`config.mk`:
```
export PLATFORM = sky130hd
export DESIGN_NAME = sbu_store_barrier
export DESIGN_NICKNAME = d
export VERILOG_FILES = /design/src/hdl/sbu_pkg.sv /design/src/hdl/sbu_lane_shift.sv /design/src/hdl/sbu_store_barrier.sv
export VERILOG_INCLUDE_DIRS = /design/src /design/src/hdl
export SDC_FILE = /design/constraint.sdc
export NUM_CORES = 1
export LEC_CHECK = 0
export ABC_AREA = 1
export BUFFER_PORTS_ARGS = -buffer_cell sky130_fd_sc_hd__buf_2
export CAP_MARGIN = 5
export CORE_AREA = 8 8 127 129
export DETAILED_ROUTE_END_ITERATION = 16
export DIE_AREA = 0 0 135 137
export HOLD_SLACK_MARGIN = 0.05
export PLACE_DENSITY = 0.87
export SLEW_MARGIN = 20
export SYNTH_ARGS = -nofsm -noshare
export SYNTH_HDL_FRONTEND = slang
export SYNTH_SLANG_ARGS = --single-unit
```
`constraint.sdc`:
```
create_clock -name clk -period 2.95 [get_ports clk]
set_input_delay 0.1475 -clock clk [delete_from_list [all_inputs] [get_ports clk]]
set_output_delay 0.1475 -clock clk [all_outputs]
set_load 0.05 [all_outputs]
```
`src/hdl/sbu_regs.svh`:
```
/*
 * Constants of the store-right and barrier unit: instruction field
 * positions, barrier type codes, offsets and reset values.
 * Assumes inclusion by bare name from the design files.
 */
`ifndef SBU_REGS_SVH
`define SBU_REGS_SVH

// ****************************************************
// barrier type field
// ****************************************************
`define SBU_STYPE_HI 10
`define SBU_STYPE_LO 6
`define SBU_STYPE_FULL 5'h00
`define SBU_STYPE_WMB 5'h04
`define SBU_STYPE_MB 5'h10
`define SBU_STYPE_ACQ 5'h11
`define SBU_STYPE_REL 5'h12
`define SBU_STYPE_RMB 5'h13

// ****************************************************
// offsets and sizes
// ****************************************************
`define SBU_OFF_UM_W 9
`define SBU_WORD_BYTES 3'h4
`define SBU_ALL_LANES 4'hF

// ****************************************************
// reset values
// ****************************************************
`define SBU_RST_ADDR 32'h0000_0000
`define SBU_RST_DATA 32'h0000_0000
`define SBU_RST_BE 4'h0
`define SBU_RST_SIZE 3'h0

`endif

```
`src/hdl/sbu_pkg.sv`:
```
/*
 * Types of the store-right and barrier unit.
 * Assumes nothing beyond a SystemVerilog compiler.
 */
package sbu_pkg;

    // ****************************************************
    // operations and answers
    // ****************************************************
    typedef enum logic [1:0] {
        SBU_OP_STORE_RIGHT = 2'h0,
        SBU_OP_STORE_RIGHT_UM = 2'h1,
        SBU_OP_STORE_FP_IDX = 2'h2,
        SBU_OP_BARRIER = 2'h3
    } sbu_op_e;

    typedef enum logic [1:0] {
        SBU_EXC_NONE = 2'h0,
        SBU_EXC_ADDR = 2'h1,
        SBU_EXC_RESV = 2'h2,
        SBU_EXC_CPU = 2'h3
    } sbu_exc_e;

    typedef enum logic [2:0] {
        SBU_ST_IDLE = 3'h1,
        SBU_ST_STORE = 3'h2,
        SBU_ST_BAR = 3'h4
    } sbu_state_e;

    typedef struct packed {
        sbu_state_e st;
        logic [31:0] addr;
        logic [31:0] data;
        logic [3:0] be;
        logic [2:0] size;
        logic user_map;
        logic exc_v;
        sbu_exc_e exc;
        logic bar_cmp;
        logic [1:0] old_mask;
        logic [1:0] young_mask;
        logic done;
    } sbu_state_s;

endpackage : sbu_pkg

```
`src/hdl/sbu_lane_shift.sv`:
```
/*
 * Byte lane former for a store-right: shifts the source word up by the
 * byte index and gives lane enables and store size.
 * Assumes a 4-byte word; purely combinational.
 */
`include "sbu_regs.svh"
module sbu_lane_shift (
    // source
    input wire logic [31:0] src,
    input wire logic [1:0] byte_idx,
    // formed store
    output logic [31:0] data,
    output logic [3:0] be,
    output logic [2:0] size
);
    always_comb begin
        data = src << {byte_idx, 3'h0};
        be = `SBU_ALL_LANES << byte_idx;
        size = `SBU_WORD_BYTES - {1'b0, byte_idx};
    end
endmodule : sbu_lane_shift

```
`src/hdl/sbu_store_barrier.sv`:
```
/*
 * Store-right (plain and user-mapped), indexed FP word store and memory
 * barrier sequencing for a load/store unit.
 * Assumes translation, TLB faults, bus and watch errors are handled by the
 * memory side; pending counts come from the load/store queues and count
 * only uncached or cached-coherent accesses, cache and prefetch included.
 */
`include "sbu_regs.svh"
module sbu_store_barrier #(
    parameter int unsigned ADDR_W = 32
) (
    // clock and reset
    input wire logic clk,
    input wire logic rst_b,
    // request
    input wire logic req_valid,
    output logic req_ready,
    input wire sbu_pkg::sbu_op_e req_op,
    input wire logic [ADDR_W-1:0] req_base,
    input wire logic [ADDR_W-1:0] req_index,
    input wire logic [15:0] req_offset,
    input wire logic [31:0] req_rt,
    input wire logic [63:0] req_fp,
    input wire logic [31:0] req_instr,
    // mode and configuration
    input wire logic cpu_byte_order_flag,
    input wire logic memory_byte_order_flag,
    input wire logic user_byte_swap_flag,
    input wire logic extended_vaddr_present,
    input wire logic cp0_access_enabled,
    input wire logic mapped_user_kernel_segment,
    input wire logic unmapped_user_kernel_segment,
    input wire logic mapped_user_supervisor_segment,
    input wire logic arch_release2,
    input wire logic core_wide,
    input wire logic fpu_present,
    // store to memory
    output logic st_valid,
    input wire logic st_ready,
    output logic [31:0] st_addr,
    output logic [31:0] st_data,
    output logic [3:0] st_be,
    output logic [2:0] st_size,
    output logic st_user_map,
    // exception
    output logic exc_valid,
    output sbu_pkg::sbu_exc_e exc_code,
    // barrier
    input wire logic older_sync_loads_pending,
    input wire logic older_sync_stores_pending,
    input wire logic older_loads_unordered,
    input wire logic older_stores_unordered,
    output logic stall_young_loads,
    output logic stall_young_stores,
    output logic sync_done
);
    // ****************************************************
    // elaboration check
    // ****************************************************
    if (ADDR_W != 32) begin : g_bad_width
        $error("sbu_store_barrier serves 32-bit addresses only");
    end

    sbu_pkg::sbu_state_s s_q;
    sbu_pkg::sbu_state_s s_d;
    logic [31:0] off_ext;
    logic [31:0] ea;
    logic [1:0] byte_idx;
    logic [31:0] sh_data;
    logic [3:0] sh_be;
    logic [2:0] sh_size;
    logic [4:0] stype;
    logic seg_ok;
    logic take;
    logic bar_met;

    // ****************************************************
    // address and lane forming
    // ****************************************************
    assign take = req_valid && req_ready;
    assign stype = req_instr[`SBU_STYPE_HI:`SBU_STYPE_LO];
    assign seg_ok = mapped_user_kernel_segment
        || unmapped_user_kernel_segment || mapped_user_supervisor_segment;

    always_comb begin
        if (req_op == sbu_pkg::SBU_OP_STORE_RIGHT_UM) begin
            off_ext = {{23{req_offset[8]}}, req_offset[8:0]};
        end else begin
            off_ext = {{16{req_offset[15]}}, req_offset};
        end
        if (req_op == sbu_pkg::SBU_OP_STORE_FP_IDX) begin
            ea = req_base + req_index;
        end else begin
            ea = req_base + off_ext;
        end
    end

    // index from address and byte order
    assign byte_idx = ea[1:0] ^ {2{cpu_byte_order_flag}};

    sbu_lane_shift u_lanes (
        .src(req_rt),
        .byte_idx(byte_idx),
        .data(sh_data),
        .be(sh_be),
        .size(sh_size)
    );

    // completion needs older accesses fully performed
    // ordering needs them only past the ordering point
    always_comb begin
        if (s_q.bar_cmp) begin
            bar_met = !(s_q.old_mask[0] && older_sync_loads_pending)
                && !(s_q.old_mask[1] && older_sync_stores_pending);
        end else begin
            bar_met = !(s_q.old_mask[0] && older_loads_unordered)
                && !(s_q.old_mask[1] && older_stores_unordered);
        end
    end

    // ****************************************************
    // next state
    // ****************************************************
    always_comb begin
        s_d = s_q;
        s_d.exc_v = 1'b0;
        s_d.exc = sbu_pkg::SBU_EXC_NONE;
        s_d.done = 1'b0;
        unique case (s_q.st)
            sbu_pkg::SBU_ST_IDLE: begin
                if (take) begin
                    s_d.user_map = 1'b0;
                    unique case (req_op)
                        sbu_pkg::SBU_OP_STORE_RIGHT,
                        sbu_pkg::SBU_OP_STORE_RIGHT_UM: begin
                            // user-mapped form needs cp0 access and a user-kernel or user-supervisor segment
                            if (req_op == sbu_pkg::SBU_OP_STORE_RIGHT_UM
                                    && !extended_vaddr_present) begin
                                s_d.exc_v = 1'b1;
                                s_d.exc = sbu_pkg::SBU_EXC_RESV;
                            end else if (req_op ==
                                    sbu_pkg::SBU_OP_STORE_RIGHT_UM
                                    && !(cp0_access_enabled && seg_ok)) begin
                                s_d.exc_v = 1'b1;
                                s_d.exc = sbu_pkg::SBU_EXC_CPU;
                            end else begin
                                s_d.st = sbu_pkg::SBU_ST_STORE;
                                s_d.data = sh_data;
                                s_d.be = sh_be;
                                s_d.size = sh_size;
                                // little-endian memory takes the word address
                                s_d.addr = memory_byte_order_flag
                                    ? {ea[31:2],
                                       ea[1:0] ^ {2{user_byte_swap_flag}}}
                                    : {ea[31:2], 2'h0};
                                s_d.user_map = (req_op ==
                                    sbu_pkg::SBU_OP_STORE_RIGHT_UM)
                                    && mapped_user_kernel_segment;
                            end
                        end
                        sbu_pkg::SBU_OP_STORE_FP_IDX: begin
                            if (!(arch_release2 || core_wide)) begin
                                s_d.exc_v = 1'b1;
                                s_d.exc = sbu_pkg::SBU_EXC_RESV;
                            end else if (!fpu_present) begin
                                s_d.exc_v = 1'b1;
                                s_d.exc = sbu_pkg::SBU_EXC_CPU;
                            end else if (ea[1:0] != 2'h0) begin
                                s_d.exc_v = 1'b1;
                                s_d.exc = sbu_pkg::SBU_EXC_ADDR;
                            end else begin
                                s_d.st = sbu_pkg::SBU_ST_STORE;
                                s_d.addr = ea;
                                s_d.data = req_fp[31:0];
                                s_d.be = `SBU_ALL_LANES;
                                s_d.size = `SBU_WORD_BYTES;
                            end
                        end
                        sbu_pkg::SBU_OP_BARRIER: begin
                            s_d.st = sbu_pkg::SBU_ST_BAR;
                            // type zero, reserved and unused
                            // codes all become a full completion barrier
                            // fetch path is not held
                            unique case (stype)
                                `SBU_STYPE_WMB: begin
                                    s_d.bar_cmp = 1'b0;
                                    s_d.old_mask = 2'h2;
                                    s_d.young_mask = 2'h2;
                                end
                                `SBU_STYPE_MB: begin
                                    s_d.bar_cmp = 1'b0;
                                    s_d.old_mask = 2'h3;
                                    s_d.young_mask = 2'h3;
                                end
                                `SBU_STYPE_ACQ: begin
                                    s_d.bar_cmp = 1'b0;
                                    s_d.old_mask = 2'h1;
                                    s_d.young_mask = 2'h3;
                                end
                                `SBU_STYPE_REL: begin
                                    s_d.bar_cmp = 1'b0;
                                    s_d.old_mask = 2'h3;
                                    s_d.young_mask = 2'h2;
                                end
                                `SBU_STYPE_RMB: begin
                                    s_d.bar_cmp = 1'b0;
                                    s_d.old_mask = 2'h1;
                                    s_d.young_mask = 2'h1;
                                end
                                default: begin
                                    s_d.bar_cmp = 1'b1;
                                    s_d.old_mask = 2'h3;
                                    s_d.young_mask = 2'h3;
                                end
                            endcase
                        end
                    endcase
                end
            end
            sbu_pkg::SBU_ST_STORE: begin
                if (st_ready) begin
                    s_d.st = sbu_pkg::SBU_ST_IDLE;
                end
            end
            sbu_pkg::SBU_ST_BAR: begin
                // pending counts include cache and prefetch
                if (bar_met) begin
                    s_d.st = sbu_pkg::SBU_ST_IDLE;
                    s_d.done = 1'b1;
                end
            end
            default: begin
                s_d.st = sbu_pkg::SBU_ST_IDLE;
            end
        endcase
    end

    always_ff @(posedge clk or negedge rst_b) begin
        if (!rst_b) begin
            s_q <= '{st: sbu_pkg::SBU_ST_IDLE, addr: `SBU_RST_ADDR,
                data: `SBU_RST_DATA, be: `SBU_RST_BE, size: `SBU_RST_SIZE,
                user_map: 1'b0, exc_v: 1'b0, exc: sbu_pkg::SBU_EXC_NONE,
                bar_cmp: 1'b0, old_mask: 2'h0, young_mask: 2'h0,
                done: 1'b0};
        end else begin
            s_q <= s_d;
        end
    end

    // ****************************************************
    // outputs
    // ****************************************************
    assign req_ready = (s_q.st == sbu_pkg::SBU_ST_IDLE);
    assign st_valid = (s_q.st == sbu_pkg::SBU_ST_STORE);
    assign st_addr = s_q.addr;
    assign st_data = s_q.data;
    assign st_be = s_q.be;
    assign st_size = s_q.size;
    assign st_user_map = s_q.user_map;
    assign exc_valid = s_q.exc_v;
    assign exc_code = s_q.exc;
    // hold younger synchronizable ops while barrier waits
    assign stall_young_loads = (s_q.st == sbu_pkg::SBU_ST_BAR)
        && s_q.young_mask[0];
    assign stall_young_stores = (s_q.st == sbu_pkg::SBU_ST_BAR)
        && s_q.young_mask[1];
    assign sync_done = s_q.done;

    logic [2:0] exp_size;
    assign exp_size = `SBU_WORD_BYTES - {1'b0, byte_idx};
endmodule : sbu_store_barrier

```
==> impl_results.md, run 1 <==
* Status: completed
* Num ports at 309
* Worst path arrival time at 2.80 ns
* Max transition margin at 47.9%
* ANT cells at 0
* Num rows at 44
* Hold Path Class: primary input to flop
* CP endpoint kind: flop
* Max IR drop VDD at 403 µV
* Final layout net count at 1615
* CP top delay family: buffers and inverters
* Via count at 8016
* Final Hold Violating Endpoints at 0
* Grt ovf at 0
* WP buf/inv at 7
* Top FF cell, synth: dfrtp_1
* RSZ-0062 raised after global routing: false
* Maximum number of pins on one net before global-route repair at 84
* IO Port Bufs at 249
* Die W at 135 µm
* Area Overhead vs Synth at 18.0%
* CP cell instances: buf_2, inv_1, nor2_4, inv_2, o21ai_0, inv_1, fa_1, buf_4, xnor2_2, inv_1, buf_12, o211ai_1, o21ai_0, a21boi_0, o21ai_0
* Post-Syn Nets at 1441
* Clock slew at reported path FFs at 0.07 ns
* Most area-consuming cells after synthesis: dfrtp_1, nand2_1, buf_4
* Fmax at 0.387 GHz
* Hpwl dp at 19200 µm
* Sequential cell area fraction in the yosys report at 27.9%
* Synth warnings at 0
* Crit share post-route at 87.7%
* Leading area contributor after synthesis: dfrtp_1
* Power per cell area at 841 mW/mm²
* CTS tree: yes
* Ys async rst share at 100%
* Syn Std Cell Area at 0.00744 mm²
* Synth cell count leaders: nand2_1, inv_1, nor2_1, o21ai_0, dfrtp_1
* Clock Path Buffers at 2
* Initial antenna violation count at 0
* Die H at 137 µm
* Number of synthesized register bits at 83
* Residual antenna-violating net count after detailed routing at 0
* Worst skew pair latency at 0.34 ns
* Core area at 0.0142 mm²
* Crit Path Max Fanout at 34
* Highest-delay cell along the critical path: fa_1
* Tmin final at 2.59 ns
* CP Class: primary input to flop
* Initial detailed-routing violation count at 537
* Req. time, crit path at 3.16 ns
* Wire length per cell at 15.7 µm
* TritonCTS Buffers at 9
* DR vias/cell at 5.21
* Htree depth at 3
* Final instance area at 0.00878 mm²
* Psw at 3870 µW
* Worst path max stage delay at 0.48 ns
* Total power at 7390 µW
* Root Buffer: clkbuf_16
* Slew @ Worst Pin at 0.781 ns
* Most instantiated library cell after synthesis: nand2_1
* Pre-Repair DR Iteration Count at 7
* Filler Cells Inserted at 1361
* Leak pwr at 0.00505 µW
* Share of post-route cells with drive strength above 1 at 23.2%
* Worst clock skew at 0.00638 ns
* Initial Utilization at 52.4%
* Seq pwr share at 25.9%
* Slew Limit Fails at 0
* Residual DRC count at 0
* EDFF count, synth at 0
* Placed cell areas at 0.00841 mm²
* Setup slack after layout at 0.363 ns
* Switching Fraction at 52.4%
* Gpl congestion at 0.947
* Setup TNS at 0 ns
* Crit start category: primary input
* Mapped Avg Cell Area at 6.32 µm²
* Total Wirelength at 24100 µm
* Combinational cell fraction of total power at 56.7%
* Internal power at 3510 µW
* First-pass GRT wire length at 37700 µm
* Synth cell types at 42
* Pre-CTS setup slack at 0.0444 ns
* Clock share of power at 17.4%
* Area share of the largest cell type after synthesis at 27.6%
* Die Area at 0.0185 mm²
* Synth Instances at 1176
* Final Setup Violations at 0
* Number of global-route vias before repair at 7681
* CTS Sinks at 83
* GRT Overall Usage at 25.6%
* Post-CTS Resized at 0
* Max-cap viol count at 0
-- per-stage QoR --
stage | utilization, % | hold WS, ns | cells
2_1_floorplan | - | -0.148 | 1176
3_3_place_gp | 59.2 | 0.364 | 1520
6_report | 61.8 | 0.100 | 1539
4_1_cts | 61.8 | 0.0889 | 1539
5_1_grt | 61.8 | 0.113 | 1539
3_5_place_dp | 59.2 | 0.384 | 1520
-- per-layer routing --
layer  global-route usage, %  vias up  share of wire [%]
li1                        -     3985                  -
met2                    43.3      391                 47
met4                    14.6        0                5.0
met1                    29.9     3560                 40
met3                    5.14       80                8.4
met5                       0        -                  0
-- sequential cells by signal, summed over array words and instances (netlist names) --
name and flops:
st_be 4, sync_done 1, st_data 32, st_addr 32, s_q 8, st_user_map 1, exc_code 2, exc_valid 1
st_size 2
-- what timing repair did --
item,CTS,global route
hold buffers,3,0
setup endpoints to repair,0,0
buffers inserted,0,0
hold endpoints to repair,40,0
-- power by group through the flow --
stage	sequential (µW)	clock [µW]	combinational, µW
2_1_floorplan	1870	0	3760
3_3_place_gp	1900	0	4130
3_5_place_dp	1920	0	4190
4_1_cts	1910	1300	4200
5_1_grt	1960	1360	4500
6_report	1910	1280	4190
-- cell type report --
| class | count | area [µm²] | share of cell area [%] |
|---|---|---|---|
| well taps | 184 | 230 | 2.62 |
| clock inverters | 5 | 85.1 | 0.969 |
| inverters | 148 | 556 | 6.33 |
| repair buffers | 272 | 1480 | 16.9 |
| multi-input cells | 836 | 4090 | 46.6 |
| flip-flops and latches | 83 | 2080 | 23.7 |
| clock buffers | 11 | 253 | 2.88 |
-- worst reg2reg max path: cells and delay by family, from the launching register on --
family          cells  cell delay [ns]
flops               1             0.55
buf+inv             1             0.24
simple gates        6             1.02
compound gates      1             0.11
-- cell usage in the layout (no fill, tap or decap), types with 2 or more instances in the layout --
cell type / instances
nand2_1: 390
buf_2: 248
inv_1: 142
nor2_1: 102
o21ai_0: 83
dfrtp_1: 82
nand3_1: 74
ha_1: 35
a21oi_1: 28
nor3_1: 16
buf_4: 16
or2_2: 14
nand3b_1: 11
o21a_1: 9
a22oi_1: 9
clkbuf_16: 9
o211ai_1: 8
a21boi_0: 8
xnor2_1: 7
inv_2: 6
o21bai_1: 5
or2_0: 5
nand4_1: 5
nor2_2: 4
o21ai_1: 4
buf_12: 4
dlygate4sd3_1: 3
nor2_4: 2
o31ai_1: 2
or2_1: 2
a21o_1: 2
a2bb2oi_1: 2
clkinv_4: 2
bufinv_16: 2
clkbuf_8: 2
-- final timing paths --
check / startpoint / to / slack, ns / depth (start not counted)
worst max-delay path: req_op[1] / st_data[25] / 0.36 / 15
worst min-delay path: req_valid / s_q[81] / 0.10 / 4
worst max register to register: s_q[81] / st_be[1] / 0.92 / 8
worst min register to register: st_data[29] / st_data[29] / 0.48 / 2
max in group asynchronous: rst_b / st_addr[4] / 1.97 / 2
min in group asynchronous: rst_b / st_data[11] / 0.44 / 2
-- cell families (layout without fill, tap and decap cells) --
logic type / Yosys count / in the layout / synth area share [%]
AOI/OAI and AO/OA: 161 / 161 / 12.4
xor gates and xnor gates: 9 / 9 / 1.16
adders and majority gates: 36 / 36 / 6.16
buffers and inverters: 257 / 436 / 17.1
DFF: 83 / 83 / 27.9
and+or+nand+nor: 630 / 630 / 35.2
(Power assumes the default switching activity.)
==> inputs of run 2 (changes only) <==
CORE_AREA = 8 8 175 94   (was 8 8 127 129)
DIE_AREA = 0 0 183 102   (was 0 0 135 137)
PLACE_DENSITY = 0.88   (was 0.87)
SETUP_SLACK_MARGIN = 0.1   (was unset)
==> run 2 against run 1 <==
Against the previous run: critical path depth rose by 4; combinational power up 4%; critical path type unchanged; sequential power is essentially flat; clock skew up 0.0073 ns; utilization grew 2.3 points; first-iteration DRC count increased by 54%; non-clock buffer count grew 28; register-to-register slack worse by 0.06 ns; sequential share of layout area shrank 0.58 points; wire length is 9.8% higher; final cell count grew 2.8%; count of clock-buffer cells in the layout stayed put.
==> impl_results.md, run 2 (synthesized netlist as in run 1, its figures left out) <==
* FF-to-FF Start: s_q[81]
* Slew @ Worst Pin at 0.766 ns
* DR vias/cell at 5.28
* R2R setup slack at 0.86 ns
* Root Buffer: clkbuf_16
* Slew Limit Fails at 0
* Max IR drop VDD at 645 µV
* Residual antenna-violating net count after detailed routing at 0
* CTS Sinks at 83
* Via count at 8356
* Tmin final at 2.66 ns
* Htree depth at 3
* CTS tree: yes
* Die H at 102 µm
* Crit share post-route at 90.2%
* RSZ-0062 raised after global routing: false
* GRT Overall Usage at 27.7%
* Crit Path Max Fanout at 16
* Worst clock skew at 0.0137 ns
* Setup TNS at 0 ns
* Cells on worst reg2reg path at 9
* Clock Path Buffers at 2
* CP Class: primary input to flop
* Final Setup Violations at 0
* Worst path max stage delay at 0.35 ns
* Number of global-route vias before repair at 7716
* Fmax at 0.376 GHz
* Initial Utilization at 53.0%
* CP cell instances: buf_2, inv_1, nor2_4, inv_2, buf_4, nand3b_1, nand2_1, buf_4, nor2_1, ha_1, nand2_1, nor2_2, nand2_1, nor3_1, nand2_1, nand2_1, nand2_1, nand3_1, nand2_1
* Total Wirelength at 26500 µm
* Num rows at 31
* First-pass GRT wire length at 40900 µm
* Maximum number of pins on one net before global-route repair at 78
* Filler Cells Inserted at 1320
* Wire length per cell at 16.7 µm
* Hpwl dp at 21600 µm
* Initial antenna violation count at 1
* Highest-delay cell along the critical path: ha_1
* IO Port Bufs at 249
* Final layout net count at 1643
* Die W at 183 µm
* Residual DRC count at 0
* Die Area at 0.0187 mm²
* Clock slew at reported path FFs at 0.07 ns
* Area Overhead vs Synth at 21.0%
* Worst skew pair latency at 0.34 ns
* Commonest non-fill, non-tap cell in the layout: nand2_1
* Core area at 0.0140 mm²
* Num ports at 309
* Critical path endpoint: st_addr[28]
* TritonCTS Buffers at 9
* Max transition margin at 48.8%
* Crit start category: primary input
* Share of post-route cells with drive strength above 1 at 25.0%
* Most frequent CP cell: nand2_1
* Initial detailed-routing violation count at 829
* Hold Path Class: primary input to flop
* Gpl congestion at 0.956
* Final core occ at 64.1%
* CP endpoint kind: flop
* Power per cell area at 830 mW/mm²
* Pre-Repair DR Iteration Count at 5
* CP startpoint: req_op[1]
* Grt ovf at 0
* Final Hold Violating Endpoints at 0
* Commonest non-fill, non-tap cells in the layout: nand2_1, buf_2, inv_1
* Status: completed
* Req. time, crit path at 3.18 ns
* Setup bufs post-CTS at 0
* FF-to-FF End: st_size[0]
* Max-cap viol count at 0
* Leak pwr at 0.00517 µW
* Worst path arrival time at 2.89 ns
-- run 2: cell count changes in the layout (fill, tap and decap cells not counted), sizes merged --
| cell | change |
|---|---|
| bufinv | -1 |
| buf | +28 |
| diode | +1 |
| inv | +1 |
-- run 2: layout make-up --
| class | count | area (µm²) | area share [%] |
|---|---|---|---|
| Clock inverter | 5 | 60.1 | 0.667 |
| Timing Repair Buffer | 300 | 1690 | 18.8 |
| Antenna cell | 1 | 2.50 | 0.0278 |
| Clock buffer | 11 | 253 | 2.81 |
| Sequential cell | 83 | 2080 | 23.1 |
| Tap cell | 198 | 248 | 2.75 |
| Inverter | 148 | 556 | 6.17 |
| Multi-Input combinational cell | 836 | 4110 | 45.7 |
-- run 2: what timing repair did --
action                                  in CTS  in global routing
hold endpoints to repair                    41                  0
endpoints found under the setup margin       0                  4
hold buffers                                 3                  0
gates resized for setup                      0                  4
-- run 2: where the power goes --
part	internal [µW]	switching, µW	total [µW]
Clock	706	484	1190
Combinational	1150	3190	4340
Sequential	1640	301	1940
-- run 2: stage by stage --
step                instance area [µm²]  std cells  setup WS [ns]  total power (µW)  hold slack, ns
finish                             9000       1582          0.289              7470          0.0997
global placement                   8630       1562         0.0905              6150           0.177
floorplan                          7440       1176          0.114              5620          -0.148
global route                       9000       1581          0.143              7880           0.119
detailed placement                 8640       1562         0.0163              6240           0.175
CTS                                8980       1581          0.362              7450          0.0853
-- run 2: worst min path at each step --
stage,start,end,slack [ns],cells after the start
after floorplan,rst_b,exc_code[0],-0.15,0
after global placement,rst_b,st_data[23],0.18,1
after detailed placement,rst_b,st_data[23],0.17,1
after CTS,req_valid,s_q[81],0.09,4
after global routing,older_loads_unordered,sync_done,0.12,4
final,req_valid,s_q[81],0.1,4
-- run 2: critical path, delay by kind of cell --
family,cells,cell delay [ns]
simple gates,13,1.63
buf+inv,5,0.76
fa+ha+maj,1,0.35
-- run 2: per-layer routing --
metal	track usage [%]	vias up	wire length [µm]
met3	10.1	40	3610
met5	0	-	13
met1	41.1	3784	12600
met2	37.4	483	9860
met4	4.78	2	411
li1	-	4047	-
